===== config.mk =====
export PLATFORM = sky130hd
export DESIGN_NAME = atcb_top
export DESIGN_NICKNAME = d
export VERILOG_FILES = /design/src/atcb_pkg.sv /design/src/atcb_deadtime.sv /design/src/atcb_top.sv
export SDC_FILE = /design/constraint.sdc
export NUM_CORES = 1
export LEC_CHECK = 0
export BUFFER_PORTS_ARGS = -buffer_cell sky130_fd_sc_hd__buf_4
export CORE_ASPECT_RATIO = 1.25
export CORE_MARGIN = 1.5
export CORE_UTILIZATION = 40
export DETAILED_ROUTE_END_ITERATION = 10
export HOLD_SLACK_MARGIN = 0.02
export REMOVE_ABC_BUFFERS = 1
export SYNTH_ARGS = -nofsm -noshare
export SYNTH_HDL_FRONTEND = slang
export SYNTH_SLANG_ARGS = --single-unit

===== constraint.sdc =====
create_clock -name ref_clk_in -period 10.7 [get_ports ref_clk_in]
set_clock_uncertainty 0.2 [all_clocks]
set_input_delay 1.07 -clock ref_clk_in [delete_from_list [all_inputs] [get_ports ref_clk_in]]
set_output_delay 1.07 -clock ref_clk_in [all_outputs]
set_load 0.01 [all_outputs]

===== src/atcb_pkg.sv =====
// Summary of operation
// - Counter holds still while the working period reload value is zero.
// - Period reload register is 16 bits, resets to all ones, feeds working reload.
// - Repetition down-counter issues an update at zero, then restarts from repetition value.
// - Repetition down-counter reloads only at its update event.
// - One update every repetition value plus one periods or half periods.
// - Compare write goes active at once without preload, else at update.
// - Four active compare values are compared to the counter and drive outputs.
// - Input channels latch the counter on capture; software writes are ignored.
// - Active break clears main output enable at once, without a clock edge.
// - Auto enable lets an update set main output enable when break is inactive.
// - Main output enable low forces outputs off or idle; high follows enable bits.
// - Break polarity selects active low (0) or active high (1) break input.
// - Break enable gates both break input and clock security failure.
// - Break polarity and enable writes act one clock after the write.
// - Protection level one or more blocks auto enable, polarity and enable writes.
// - Protection level accepts one write after reset, then stays frozen.
// - Level one blocks dead-time and break bits; level two adds off-state selects.
// - Dead-time field picks step of one, two, eight or sixteen clocks and offset.
package atcb_pkg;
  localparam int ADDR_W = 8;
  localparam int CH_N = 4;
  localparam logic [7:0] OFF_CTRL = 8'h00;
  localparam logic [7:0] OFF_STAT = 8'h04;
  localparam logic [7:0] OFF_ARR = 8'h2C;
  localparam logic [7:0] OFF_RCR = 8'h30;
  localparam logic [7:0] OFF_CCR [0:3] = '{8'h34, 8'h38, 8'h3C, 8'h40};
  localparam logic [7:0] OFF_BREAK_DEADTIME_CONTROL = 8'h44;
  localparam logic [15:0] ARR_RST = 16'hFFFF;
  localparam logic [15:0] REG16_RST = 16'h0000;
  localparam int CTRL_UG_BIT = 2;
  localparam int CTRL_W = 20;
  localparam logic [1:0] LOCK_L1 = 2'h1;
  localparam logic [1:0] LOCK_L2 = 2'h2;
  localparam int DT_SH_B = 1;
  localparam int DT_SH_C = 3;
  localparam int DT_SH_D = 4;
  localparam int DT_W_MIN = 10;
  localparam logic [1:0] RESP_OKAY = 2'h0;
  localparam logic [1:0] RESP_SLVERR = 2'h2;

  typedef struct packed {
    logic [3:0] ccne;
    logic [3:0] cce;
    logic [3:0] in_mode;
    logic [3:0] pe;
    logic [1:0] pad;
    logic center;
    logic en;
  } atcb_ctrl_s;

  typedef struct packed {
    logic main_output_enable;
    logic automatic_output_enable;
    logic break_polarity;
    logic break_enable;
    logic run_off_state_select;
    logic idle_off_state_select;
    logic [1:0] lock;
    logic [7:0] dtg;
  } atcb_break_deadtime_control_s;

  typedef struct packed {
    logic data;
    logic en;
  } atcb_pin_s;
endpackage


===== src/atcb_deadtime.sv =====
`timescale 1ns/1ps
module atcb_deadtime #(
  parameter int DT_W = 10
) (
  input logic ref_clk_in, // Clock
  input logic rst_n_in, // Sync reset
  input logic ref_in, // Reference waveform
  input logic [7:0] dtg_in, // Dead-time field
  output logic oc_out, // Main phase
  output logic ocn_out // Complementary phase
);
  import atcb_pkg::*;
  logic [DT_W-1:0] dt_len;
  logic [DT_W-1:0] dt_cnt;
  logic ref_q;

  if (DT_W < DT_W_MIN)
  begin : g_chk
    $error("DT_W too narrow for dead-time range");
  end

  always_comb
  begin
    if (!dtg_in[7])
      dt_len = DT_W'(dtg_in[6:0]);
    else if (!dtg_in[6])
      dt_len = DT_W'({1'b1, dtg_in[5:0]}) << DT_SH_B;
    else if (!dtg_in[5])
      dt_len = DT_W'({1'b1, dtg_in[4:0]}) << DT_SH_C;
    else
      dt_len = DT_W'({1'b1, dtg_in[4:0]}) << DT_SH_D;
  end

  // Both phases low for the dead time after every reference edge
  always_ff @(posedge ref_clk_in)
  begin
    if (!rst_n_in)
    begin
      ref_q <= 1'b0;
      dt_cnt <= '0;
      oc_out <= 1'b0;
      ocn_out <= 1'b0;
    end
    else
    begin
      ref_q <= ref_in;
      if (ref_in != ref_q)
      begin
        dt_cnt <= dt_len;
        oc_out <= (dt_len == '0) & ref_in;
        ocn_out <= (dt_len == '0) & ~ref_in;
      end
      else if (dt_cnt != '0)
        dt_cnt <= dt_cnt - 1'b1;
      else
      begin
        oc_out <= ref_q;
        ocn_out <= ~ref_q;
      end
    end
  end
endmodule


===== src/atcb_top.sv =====
`timescale 1ns/1ps
module atcb_top #(
  parameter int AW = atcb_pkg::ADDR_W
) (
  input logic ref_clk_in, // 25 MHz clock
  input logic rst_n_in, // Sync reset, active low
  input logic [AW-1:0] s_axi_awaddr_in, // Write address
  input logic s_axi_awvalid_in, // Write address valid
  output logic s_axi_awready_out, // Write address ready
  input logic [31:0] s_axi_wdata_in, // Write data
  input logic [3:0] s_axi_wstrb_in, // Byte strobes
  input logic s_axi_wvalid_in, // Write data valid
  output logic s_axi_wready_out, // Write data ready
  output logic [1:0] s_axi_bresp_out, // Write response
  output logic s_axi_bvalid_out, // Write response valid
  input logic s_axi_bready_in, // Write response ready
  input logic [AW-1:0] s_axi_araddr_in, // Read address
  input logic s_axi_arvalid_in, // Read address valid
  output logic s_axi_arready_out, // Read address ready
  output logic [31:0] s_axi_rdata_out, // Read data
  output logic [1:0] s_axi_rresp_out, // Read response
  output logic s_axi_rvalid_out, // Read valid
  input logic s_axi_rready_in, // Read ready
  input logic break_input_in, // Break pin
  input logic clock_security_failure_in, // Clock failure event
  input logic [3:0] channel_capture_input_in, // Capture pins
  output logic [15:0] counter_value_out, // Running counter
  output logic update_event_out, // Update pulse
  output logic [3:0] channel_compare_output_out, // Compare results
  output atcb_pkg::atcb_pin_s [3:0] channel_out_out, // Main outputs
  output atcb_pkg::atcb_pin_s [3:0] complementary_out_out // Complementary outputs
);
  import atcb_pkg::*;

  if (AW < ADDR_W)
  begin : g_chk
    $error("AW too narrow for register map");
  end

  logic aw_full;
  logic w_full;
  logic [AW-1:0] wa;
  logic [31:0] wd;
  logic [3:0] ws;
  logic [31:0] wmask;
  logic wr_fire;
  logic wr_hit;
  logic sel_ctrl;
  logic sel_stat;
  logic sel_arr;
  logic sel_rcr;
  logic sel_break_deadtime_control;
  logic [3:0] sel_ccr;
  logic [31:0] rd_mux;
  logic rd_hit;
  atcb_ctrl_s ctrl;
  atcb_ctrl_s next_ctrl;
  atcb_break_deadtime_control_s break_deadtime_control;
  atcb_break_deadtime_control_s bw;
  logic break_deadtime_control_written;
  logic [15:0] period_reload_value;
  logic [15:0] arr_act;
  logic [15:0] repetition_count_value;
  logic [15:0] cnt;
  logic [7:0] repetition_value;
  logic dir;
  logic run;
  logic pev;
  logic upd;
  logic ug;
  logic [15:0] ccr [CH_N];
  logic [15:0] ccr_act [CH_N];
  logic [15:0] ccr_eff [CH_N];
  logic [31:0] ccr_w [CH_N];
  logic [31:0] w_ctrl;
  logic [31:0] w_arr;
  logic [31:0] w_rcr;
  logic [31:0] w_break_deadtime_control;
  logic [3:0] ref_q;
  logic [3:0] dt_oc;
  logic [3:0] dt_ocn;
  logic [3:0] cap_s1;
  logic [3:0] cap_s2;
  logic [3:0] cap_s3;
  logic [3:0] cap_edge;
  logic brk_s1;
  logic brk_s2;
  logic bkp_q;
  logic bke_q;
  logic brk_now;
  logic brk_sync;
  logic moe_eff;
  atcb_pin_s [3:0] oc_q;
  atcb_pin_s [3:0] ocn_q;

  function automatic logic [31:0] mrg(input logic [31:0] old, input logic [31:0] m,
                                      input logic [31:0] d);
    return (old & ~m) | (d & m);
  endfunction

  // Register bus slave
  assign wmask = {{8{ws[3]}}, {8{ws[2]}}, {8{ws[1]}}, {8{ws[0]}}};
  assign wr_fire = aw_full & w_full & ~s_axi_bvalid_out;
  assign s_axi_awready_out = ~aw_full;
  assign s_axi_wready_out = ~w_full;
  assign s_axi_arready_out = ~s_axi_rvalid_out;
  assign sel_ctrl = (wa == AW'(OFF_CTRL));
  assign sel_stat = (wa == AW'(OFF_STAT));
  assign sel_arr = (wa == AW'(OFF_ARR));
  assign sel_rcr = (wa == AW'(OFF_RCR));
  assign sel_break_deadtime_control = (wa == AW'(OFF_BREAK_DEADTIME_CONTROL));
  assign wr_hit = sel_ctrl | sel_stat | sel_arr | sel_rcr | sel_break_deadtime_control | (|sel_ccr);

  always_ff @(posedge ref_clk_in)
  begin
    if (!rst_n_in)
    begin
      aw_full <= 1'b0;
      w_full <= 1'b0;
      wa <= '0;
      wd <= 32'h0;
      ws <= 4'h0;
      s_axi_bvalid_out <= 1'b0;
      s_axi_bresp_out <= RESP_OKAY;
    end
    else
    begin
      if (s_axi_awvalid_in && !aw_full)
      begin
        aw_full <= 1'b1;
        wa <= s_axi_awaddr_in;
      end
      if (s_axi_wvalid_in && !w_full)
      begin
        w_full <= 1'b1;
        wd <= s_axi_wdata_in;
        ws <= s_axi_wstrb_in;
      end
      if (wr_fire)
      begin
        aw_full <= 1'b0;
        w_full <= 1'b0;
        s_axi_bvalid_out <= 1'b1;
        s_axi_bresp_out <= wr_hit ? RESP_OKAY : RESP_SLVERR;
      end
      else if (s_axi_bready_in)
        s_axi_bvalid_out <= 1'b0;
    end
  end

  always_comb
  begin
    rd_hit = 1'b1;
    rd_mux = 32'h0;
    if (s_axi_araddr_in == AW'(OFF_CTRL))
      rd_mux = {12'h0, ctrl};
    else if (s_axi_araddr_in == AW'(OFF_STAT))
      rd_mux = {cnt, repetition_value, 5'h0, dir, brk_now, moe_eff};
    else if (s_axi_araddr_in == AW'(OFF_ARR))
      rd_mux = {16'h0, period_reload_value};
    else if (s_axi_araddr_in == AW'(OFF_RCR))
      rd_mux = {16'h0, repetition_count_value};
    else if (s_axi_araddr_in == AW'(OFF_BREAK_DEADTIME_CONTROL))
      rd_mux = {16'h0, break_deadtime_control};
    else
      rd_hit = 1'b0;
    for (int i = 0; i < CH_N; i++)
    begin
      if (s_axi_araddr_in == AW'(OFF_CCR[i]))
      begin
        rd_mux = {16'h0, ccr[i]};
        rd_hit = 1'b1;
      end
    end
  end

  always_ff @(posedge ref_clk_in)
  begin
    if (!rst_n_in)
    begin
      s_axi_rvalid_out <= 1'b0;
      s_axi_rdata_out <= 32'h0;
      s_axi_rresp_out <= RESP_OKAY;
    end
    else if (s_axi_arvalid_in && !s_axi_rvalid_out)
    begin
      s_axi_rvalid_out <= 1'b1;
      s_axi_rdata_out <= rd_mux;
      s_axi_rresp_out <= rd_hit ? RESP_OKAY : RESP_SLVERR;
    end
    else if (s_axi_rready_in)
      s_axi_rvalid_out <= 1'b0;
  end

  // Control, period and repetition registers
  assign w_ctrl = mrg({12'h0, ctrl}, wmask, wd);
  assign w_arr = mrg({16'h0, period_reload_value}, wmask, wd);
  assign w_rcr = mrg({16'h0, repetition_count_value}, wmask, wd);
  assign w_break_deadtime_control = mrg({16'h0, break_deadtime_control}, wmask, wd);
  assign bw = atcb_break_deadtime_control_s'(w_break_deadtime_control[15:0]);
  assign ug = wr_fire & sel_ctrl & w_ctrl[CTRL_UG_BIT];

  always_comb
  begin
    next_ctrl = atcb_ctrl_s'(w_ctrl[CTRL_W-1:0]);
    next_ctrl.pad = 2'h0;
  end

  always_ff @(posedge ref_clk_in)
  begin
    if (!rst_n_in)
    begin
      ctrl <= '0;
      period_reload_value <= ARR_RST;
      repetition_count_value <= REG16_RST;
    end
    else if (wr_fire)
    begin
      if (sel_ctrl)
        ctrl <= next_ctrl;
      if (sel_arr)
        period_reload_value <= w_arr[15:0];
      if (sel_rcr)
        repetition_count_value <= {8'h00, w_rcr[7:0]};
    end
  end

  // Counter and repetition pacing
  assign run = ctrl.en && (arr_act != 16'h0);
  assign pev = run && ((ctrl.center && dir) ? (cnt == 16'h0) : (cnt >= arr_act));
  assign upd = ug | (pev && (repetition_value == 8'h00));

  always_ff @(posedge ref_clk_in)
  begin
    if (!rst_n_in)
    begin
      cnt <= 16'h0;
      dir <= 1'b0;
    end
    else if (ug)
    begin
      cnt <= 16'h0;
      dir <= 1'b0;
    end
    else if (run)
    begin
      if (!ctrl.center)
        cnt <= pev ? 16'h0 : cnt + 16'h1;
      else if (pev)
      begin
        dir <= ~dir;
        cnt <= dir ? cnt + 16'h1 : cnt - 16'h1;
      end
      else
        cnt <= dir ? cnt - 16'h1 : cnt + 16'h1;
    end
  end

  always_ff @(posedge ref_clk_in)
  begin
    if (!rst_n_in)
    begin
      repetition_value <= 8'h00;
      arr_act <= ARR_RST;
    end
    else if (upd)
    begin
      repetition_value <= repetition_count_value[7:0];
      arr_act <= period_reload_value;
    end
    else if (pev)
      repetition_value <= repetition_value - 8'h01;
  end

  // Break detection, raw path for immediate disable
  assign brk_now = bke_q & (clock_security_failure_in | ~(break_input_in ^ bkp_q));
  assign brk_sync = bke_q & (clock_security_failure_in | ~(brk_s2 ^ bkp_q));
  assign moe_eff = break_deadtime_control.main_output_enable & ~brk_now;

  always_ff @(posedge ref_clk_in)
  begin
    if (!rst_n_in)
    begin
      brk_s1 <= 1'b0;
      brk_s2 <= 1'b0;
      bkp_q <= 1'b0;
      bke_q <= 1'b0;
    end
    else
    begin
      brk_s1 <= break_input_in;
      brk_s2 <= brk_s1;
      bkp_q <= break_deadtime_control.break_polarity;
      bke_q <= break_deadtime_control.break_enable;
    end
  end

  always_ff @(posedge ref_clk_in)
  begin
    if (!rst_n_in)
    begin
      break_deadtime_control <= '0;
      break_deadtime_control_written <= 1'b0;
    end
    else
    begin
      if (wr_fire && sel_break_deadtime_control)
      begin
        break_deadtime_control_written <= 1'b1;
        if (!break_deadtime_control_written)
          break_deadtime_control.lock <= bw.lock;
        if (break_deadtime_control.lock < LOCK_L1)
        begin
          break_deadtime_control.dtg <= bw.dtg;
          break_deadtime_control.automatic_output_enable <= bw.automatic_output_enable;
          break_deadtime_control.break_polarity <= bw.break_polarity;
          break_deadtime_control.break_enable <= bw.break_enable;
        end
        if (break_deadtime_control.lock < LOCK_L2)
        begin
          break_deadtime_control.run_off_state_select <= bw.run_off_state_select;
          break_deadtime_control.idle_off_state_select <= bw.idle_off_state_select;
        end
      end
      if (brk_sync)
        break_deadtime_control.main_output_enable <= 1'b0;
      else
        break_deadtime_control.main_output_enable <= ((wr_fire && sel_break_deadtime_control) ? bw.main_output_enable : break_deadtime_control.main_output_enable) | (upd & break_deadtime_control.automatic_output_enable);
    end
  end

  // Capture input synchronisers
  assign cap_edge = cap_s2 & ~cap_s3;

  always_ff @(posedge ref_clk_in)
  begin
    if (!rst_n_in)
    begin
      cap_s1 <= 4'h0;
      cap_s2 <= 4'h0;
      cap_s3 <= 4'h0;
    end
    else
    begin
      cap_s1 <= channel_capture_input_in;
      cap_s2 <= cap_s1;
      cap_s3 <= cap_s2;
    end
  end

  // Per-channel compare, capture and output stage
  for (genvar i = 0; i < CH_N; i++)
  begin : g_ch
    atcb_pin_s next_oc;
    atcb_pin_s next_ocn;

    assign sel_ccr[i] = (wa == AW'(OFF_CCR[i]));
    assign ccr_w[i] = mrg({16'h0, ccr[i]}, wmask, wd);
    assign ccr_eff[i] = ctrl.pe[i] ? ccr_act[i] : ccr[i];

    always_ff @(posedge ref_clk_in)
    begin
      if (!rst_n_in)
        ccr[i] <= REG16_RST;
      else if (ctrl.in_mode[i])
      begin
        if (cap_edge[i] && ctrl.cce[i])
          ccr[i] <= cnt;
      end
      else if (wr_fire && sel_ccr[i])
        ccr[i] <= ccr_w[i][15:0];
    end

    always_ff @(posedge ref_clk_in)
    begin
      if (!rst_n_in)
        ccr_act[i] <= REG16_RST;
      else if (upd)
        ccr_act[i] <= ccr[i];
    end

    always_ff @(posedge ref_clk_in)
    begin
      if (!rst_n_in)
        ref_q[i] <= 1'b0;
      else
        ref_q[i] <= ~ctrl.in_mode[i] && (cnt < ccr_eff[i]);
    end

    atcb_deadtime u_dt (
      .ref_clk_in(ref_clk_in),
      .rst_n_in(rst_n_in),
      .ref_in(ref_q[i]),
      .dtg_in(break_deadtime_control.dtg),
      .oc_out(dt_oc[i]),
      .ocn_out(dt_ocn[i])
    );

    always_comb
    begin
      next_oc = '0;
      next_ocn = '0;
      if (ctrl.in_mode[i])
      begin
        next_oc = '0;
        next_ocn = '0;
      end
      else if (moe_eff)
      begin
        next_oc.en = ctrl.cce[i] | (break_deadtime_control.run_off_state_select & ctrl.ccne[i]);
        next_ocn.en = ctrl.ccne[i] | (break_deadtime_control.run_off_state_select & ctrl.cce[i]);
        next_oc.data = ctrl.cce[i] & (ctrl.ccne[i] ? dt_oc[i] : ref_q[i]);
        next_ocn.data = ctrl.ccne[i] & (ctrl.cce[i] ? dt_ocn[i] : ref_q[i]);
      end
      else
      begin
        next_oc.en = break_deadtime_control.idle_off_state_select & (ctrl.cce[i] | ctrl.ccne[i]);
        next_ocn.en = break_deadtime_control.idle_off_state_select & (ctrl.cce[i] | ctrl.ccne[i]);
      end
    end

    always_ff @(posedge ref_clk_in)
    begin
      if (!rst_n_in)
      begin
        oc_q[i] <= '0;
        ocn_q[i] <= '0;
      end
      else
      begin
        oc_q[i] <= next_oc;
        ocn_q[i] <= next_ocn;
      end
    end

    assign channel_out_out[i].data = oc_q[i].data & ~brk_now;
    assign complementary_out_out[i].data = ocn_q[i].data & ~brk_now;
    assign channel_out_out[i].en = brk_now ? next_oc.en : oc_q[i].en;
    assign complementary_out_out[i].en = brk_now ? next_ocn.en : ocn_q[i].en;

  end

  assign counter_value_out = cnt;
  assign update_event_out = upd;
  assign channel_compare_output_out = ref_q;
endmodule


# Word level (Yosys, flattened, before mapping)
# Memory sizes are Yosys's and may differ from the RTL's.
# Index checks and enable logic that the tools add are counted.
# classes
add_sub_neg,7
multipliers,0
div_mod_pow,0
magnitude_cmp,7
eq_ne,24
n_shift,0
n_mux,144
bitwise_logic,122
reduce_logical,55
# op_table
cell,count
$mux 16,24
$mux 32,6
$mux 10,11
$mux 1,99
$and 16x16->16,6
$or 16x16->16,6
$eq 8x6->1 const B,10
$lt 16x16->1,4
$and 1x1->1,44
$and 20x20->20,2
$reduce_bool 10->1,4
$sub 10x1->10 const B,4
$or 1x1->1,33
$eq 8x7->1 const B,4
$logic_not 8->1,3
$not 1->1,23
$logic_and 1x1->1,20
$not 20->20,1
$or 20x20->20,1
$add 16x1->16 const B,1
$eq 8x3->1 const B,2
$ge 16x16->1,1
$logic_not 16->1,1
$mux 8,2
other kinds (21),47
# totals
reg_bits,259
latchBits,0
ramBits,128
rom_bits,0
input_bits,65
output_inout_bits,78
n_memories,2
# memory_table
name,depth,width,read_ports,rd_clocked_by_memory_dff,wr,line,text
ccr,4,16,4,0,4,atcb_top.sv:71,logic [15:0] ccr [CH_N];
ccr_act,4,16,4,0,4,atcb_top.sv:72,logic [15:0] ccr_act [CH_N];

# Depth between registers and ports, before layout
# logic_depth
ltp_word,12
depth_mapped,15

# By module
# Synthesis repeated with hierarchy kept, for this count alone.
# hier_totals
cells_unflattened,2345
hier_area_um2,20825.0
# modules_own_cells
module,n_inst,cells_each,area_each_um2,seq_area_each_um2
atcb_top,1,1861,17101.4,7947.6
atcb_deadtime at g_ch[0].u_dt ...,3,121,927.1,260.2
atcb_deadtime at g_ch[3].u_dt,1,121,942.2,260.2

# Worst setup path after synthesis
# Ideal clock, no wire load.
# synth_path
path_kind,reg-to-reg
startpoint,register cnt[6] (netlist: counter_value_out[6])
endpoint,memory ccr_act[0][0] (enable)
setup_time_ps,424
t_arrival_ps,3955
slack_ps,6122
path_stages_with_launch,11
n_path_buf,3
synth_period_minus_slack_ps,4578
cell_sequence,dfxtp_1 -> buf_6 -> or4_4 -> or3_4 -> or4_1 -> buf_2 -> a21oi_2 -> o31a_1 -> buf_6 -> a21boi_4 -> nand2_1
# synth_rtl
element,line,text
start: declaration,atcb_top.sv:64,logic [15:0] cnt;
start signal: assignment,atcb_top.sv:248,cnt <= pev ? 16'h0 : cnt + 16'h1;
start signal: assignment,atcb_top.sv:252,cnt <= dir ? cnt + 16'h1 : cnt - 16'h1;
start signal: assignment,atcb_top.sv:255,cnt <= dir ? cnt - 16'h1 : cnt + 16'h1;
end: declaration,atcb_top.sv:72,

# Worst setup path in the final report
# layout_path
startpoint,register cnt[9] (netlist: counter_value_out[9])
endpoint,output port update_event_out
# layout_via
elab_chain_cells,5
word_cells_on_any_way,6
classes_between,1 x order compare; 1 x mux; 1 x bitwise; 3 x reduce/logical
# layout_rtl
element,line,text
$ge 16x16->1 / $logic_not 16->1 (equally long branches),atcb_top.sv:230,assign pev = run && ((ctrl.center && dir) ? (cnt == 16'h0) : (cnt >= arr_act));
$mux 1 (*),atcb_top.sv:230,
$logic_and 1x1->1 (*),atcb_top.sv:230,
$logic_and 1x1->1 (*),atcb_top.sv:231,assign upd = ug | (pev && (repetition_value == 8'h00));
$or 1x1->1 (*),atcb_top.sv:231,
end: declaration,atcb_top.sv:28,"output logic update_event_out,"
# Every way passes the cells marked *; elsewhere a longest branch is shown, timed or not.

==> flow_metrics.py <==
metrics = {
    "yosys": {
        "synthSimpleGateAreaFrac_pct": 19.6,
        "synth_edf_count": 128,
        "synth_seq_area_share_pct": 45.0,
        "syn-mean-instance-area_sq_um": 8.95,
        "synth-xor-area-share_pct": 2.02,
        "synth-main-ff-cell": "dfxtp_1",
        "yosys_register_bits": 385,
        "synth.top_cell.area_share_pct": 25.7,
        "synth_fa_ha_area_share_pct": 5.19,
        "synth_mux_area_share_pct": 8.12,
        "yosysWarningCount": 0,
        "synth_cell_types": 71,
        "netlist_top_cells_area": "dfxtp_1 26%, edfxtp_1 19%, mux2i_1 8.0%",
        "syn_area_sq_um": 20000,
        "synthCells": 2234,
        "synth_compound_area_share_pct": 16.0,
        "synth_top_family_by_area": "simple AND/OR/NAND/NOR gates",
        "synth_top_cell_by_area": "dfxtp_1",
        "async_flop_share_pct": 0,
    },
    "clock_network": {
        "cts_root_buf": "clkbuf_16",
        "hold_buffers": 0,
        "cts_setup_buffers": 0,
        "clk_latency_ns": 0.57,
        "clock-sinks": 385,
        "numCtsBuffers": 41,
        "clkTransAtPathRegs_ns": 0.06,
        "cts_tree": "yes",
        "cts_resized": 0,
        "cts_buffer_depth": 3,
        "htreeDepth": 2,
    },
    "worst_setup_path": {
        "crit_path_max_fanout": 17,
        "path_delay_family": "compound AO/OA/AOI/OAI gates",
        "slowest_stage": "o31a_1",
        "crit_top_cell": "buf_4",
        "ff2ff_setup_slack_ns": 5.92,
        "required_ns": 9.43,
        "worst_setup_path_end_kind": "primary output",
        "critical_path_buf_inv_count": 4,
        "cp.arrival_ns": 3.92,
        "worstPathCellList": "buf_4 > ha_1 > and3_1 > a221oi_1 > a21boi_0 > a311oi_1 > buf_4 > o31a_1 > a21boi_4 > clkinv_2 > buf_4",
        "path_class": "flip-flop to primary output",
        "rr_startpoint": "counter_value_out[11]",
        "worst-r2r-cell-count": 12,
        "timing.rr.end": "repetition_value[4]",
        "start_kind": "flip-flop",
        "critical-path-max-stage-delay_ns": 0.53,
    },
    "timing": {
        "finalWorstSetupSlack_ns": 5.51,
        "drv_slew": 0,
        "setup_violations": 0,
        "worst_pin_slew_ns": 1.23,
        "rsz0062_at_grt": "false",
        "hold_viol_final": 0,
        "max_freq_mhz": 193,
        "min_period_ns": 5.19,
        "slew_headroom_pct": 17.9,
        "fin_crit_sh_pct": 48.5,
        "tns_ns": 0,
    },
    "floorplan": {
        "io_pins": 143,
        "row_count": 91,
        "die_h_microns": 253,
        "start_util_pct": 40.5,
        "dieArea_sq_um": 51300,
        "core_sq_um": 49300,
        "die_w_microns": 203,
    },
    "status": {
        "run_status": "completed",
    },
    "job": {
        "drv_cap": 0,
    },
    "place": {
        "dpl.hpwl_microns": 47000,
        "globalplace.congestion": 0.881,
        "post-place-ws_ns": 5.98,
        "place_inst": 2906,
        "port_buffers": 127,
    },
    "global_routing": {
        "gr-usage-met3_pct": 3.26,
        "antenna_found_initial": 1,
        "grtUsageMet2_pct": 44.7,
        "grt_pass1_vias": 16800,
        "overflow": 0,
        "track_usage_pct": 26.3,
        "grt_max_degree": 105,
        "grt_use_met1_pct": 32.9,
        "grt_pass1_wl_microns": 102000,
        "busiest_layer": "met2",
    },
    "cells_and_area": {
        "syn2layout_area_growth_pct": 14.7,
        "final-seq-area_sq_um": 8990,
        "fin_util_pct": 46.5,
        "layout-drive-gt1-share_pct": 11.6,
        "diodes": 0,
        "multi_input_area_sq_um": 10200,
        "final_cell_mix": "291 x nand2_1, 256 x dfxtp_1, 199 x nor2_1",
        "fillers": 4722,
        "fin_nets": 2446,
        "final_cells": 2982,
        "final_common_cell": "nand2_1",
    },
    "worst_hold_path": {
        "worstHoldStart": "cap_s1[0]",
        "whs_path_depth": 1,
        "hp-class": "flip-flop to flip-flop",
        "worst_hold_path.endpoint": "cap_s2[0]",
    },
    "drt": {
        "ant_nets": 0,
        "first_iter_violations": 1549,
        "num_vias": 17700,
        "routed_wl_microns": 68800,
        "first_pass_iters": 8,
        "wl_per_cell_microns": 23.1,
        "via_per_inst": 5.93,
        "drc": 0,
    },
    "power_and_ir_drop": {
        "power.density_nw_per_um2": 159,
        "p_total_mw": 3.65,
        "vdd_drop_max_v": 0.000110,
        "p_leak_nw": 9.26,
    },
}
## synthesized netlist by cell type, drive strengths merged (6+ instances only)
library cell  count
o211ai           21
or4               7
a22oi            35
edfxtp          128
nand4            12
a31oi            17
or2               9
buf              19
mux2i           160
a222oi            7
nand4b            7
a2111oi          10
nand3            42
xnor2            25
nor2b            13
nor3             64
a221oi            6
dfxtp           257
o31ai             6
nor4b             7
nand2b           21
and3             75
xor2             21
o22ai             6
a211oi           31
o21ai           160
or3              20
inv              45
o21a             14
clkbuf          139
and2             40
nor2            199
nor4             14
ha               83
nand2           292
a21oi           155
a21o             20
## logic make-up (layout without fill, tap and decap cells)
family	count (synthesis)	count (layout)
flip-flops	385	385
other	1	2
AO/OA/AOI/OAI	522	522
AND/OR/NAND/NOR	831	831
adder cells (fa/ha/maj)	83	83
XOR/XNOR	46	46
multiplexers	162	162
buffers and inverters	204	300
## layer usage
layer	up-vias	wire length (microns)
met1	8556	27800
met5	-	9
li1	8169	-
met3	194	4430
met2	750	33200
met4	2	3340
## per-stage QoR
| step | area, sq um | hold slack [ns] |
|---|---|---|
| CTS | 22900 | 0.238 |
| floorplan | 19300 | 0.212 |
| detailed placement | 21500 | 0.221 |
| global placement | 21500 | 0.224 |
| finish | 22900 | 0.238 |
| global route | 22900 | 0.254 |
## where the power goes
group | internal, mW | leakage [nW] | total (mW) | switching, mW
registers | 1.58 | 3.42 | 1.65 | 0.0693
logic | 0.207 | 5.14 | 0.492 | 0.286
clock network | 0.875 | 0.706 | 1.51 | 0.633
## final cells by class
type	count	area share, %
Multi-Input combinational cell	1646	44.5
Sequential cell	385	39.2
Timing Repair Buffer	178	5.83
Clock buffer	61	5.50
Tap cell	651	3.55
Inverter	46	0.769
Clock inverter	15	0.687
## worst register-to-register path, delay by kind of cell, from the launching register on
kind | cells | cell delay, ns
compound gates | 5 | 1.46
buf+inv | 3 | 1.20
simple gates | 4 | 1.49
flops | 1 | 0.32
## worst max-delay path by stage
stage	startpoint	to	cells after the start
2_1_floorplan	counter_value_out[6]	ccr_act[0][0]	7
3_3_place_gp	counter_value_out[10]	repetition_value[4]	12
3_5_place_dp	counter_value_out[10]	repetition_value[4]	12
4_1_cts	counter_value_out[9]	update_event_out	11
5_1_grt	counter_value_out[9]	update_event_out	11
6_report	counter_value_out[9]	update_event_out	11
(Power assumes the default switching activity.)
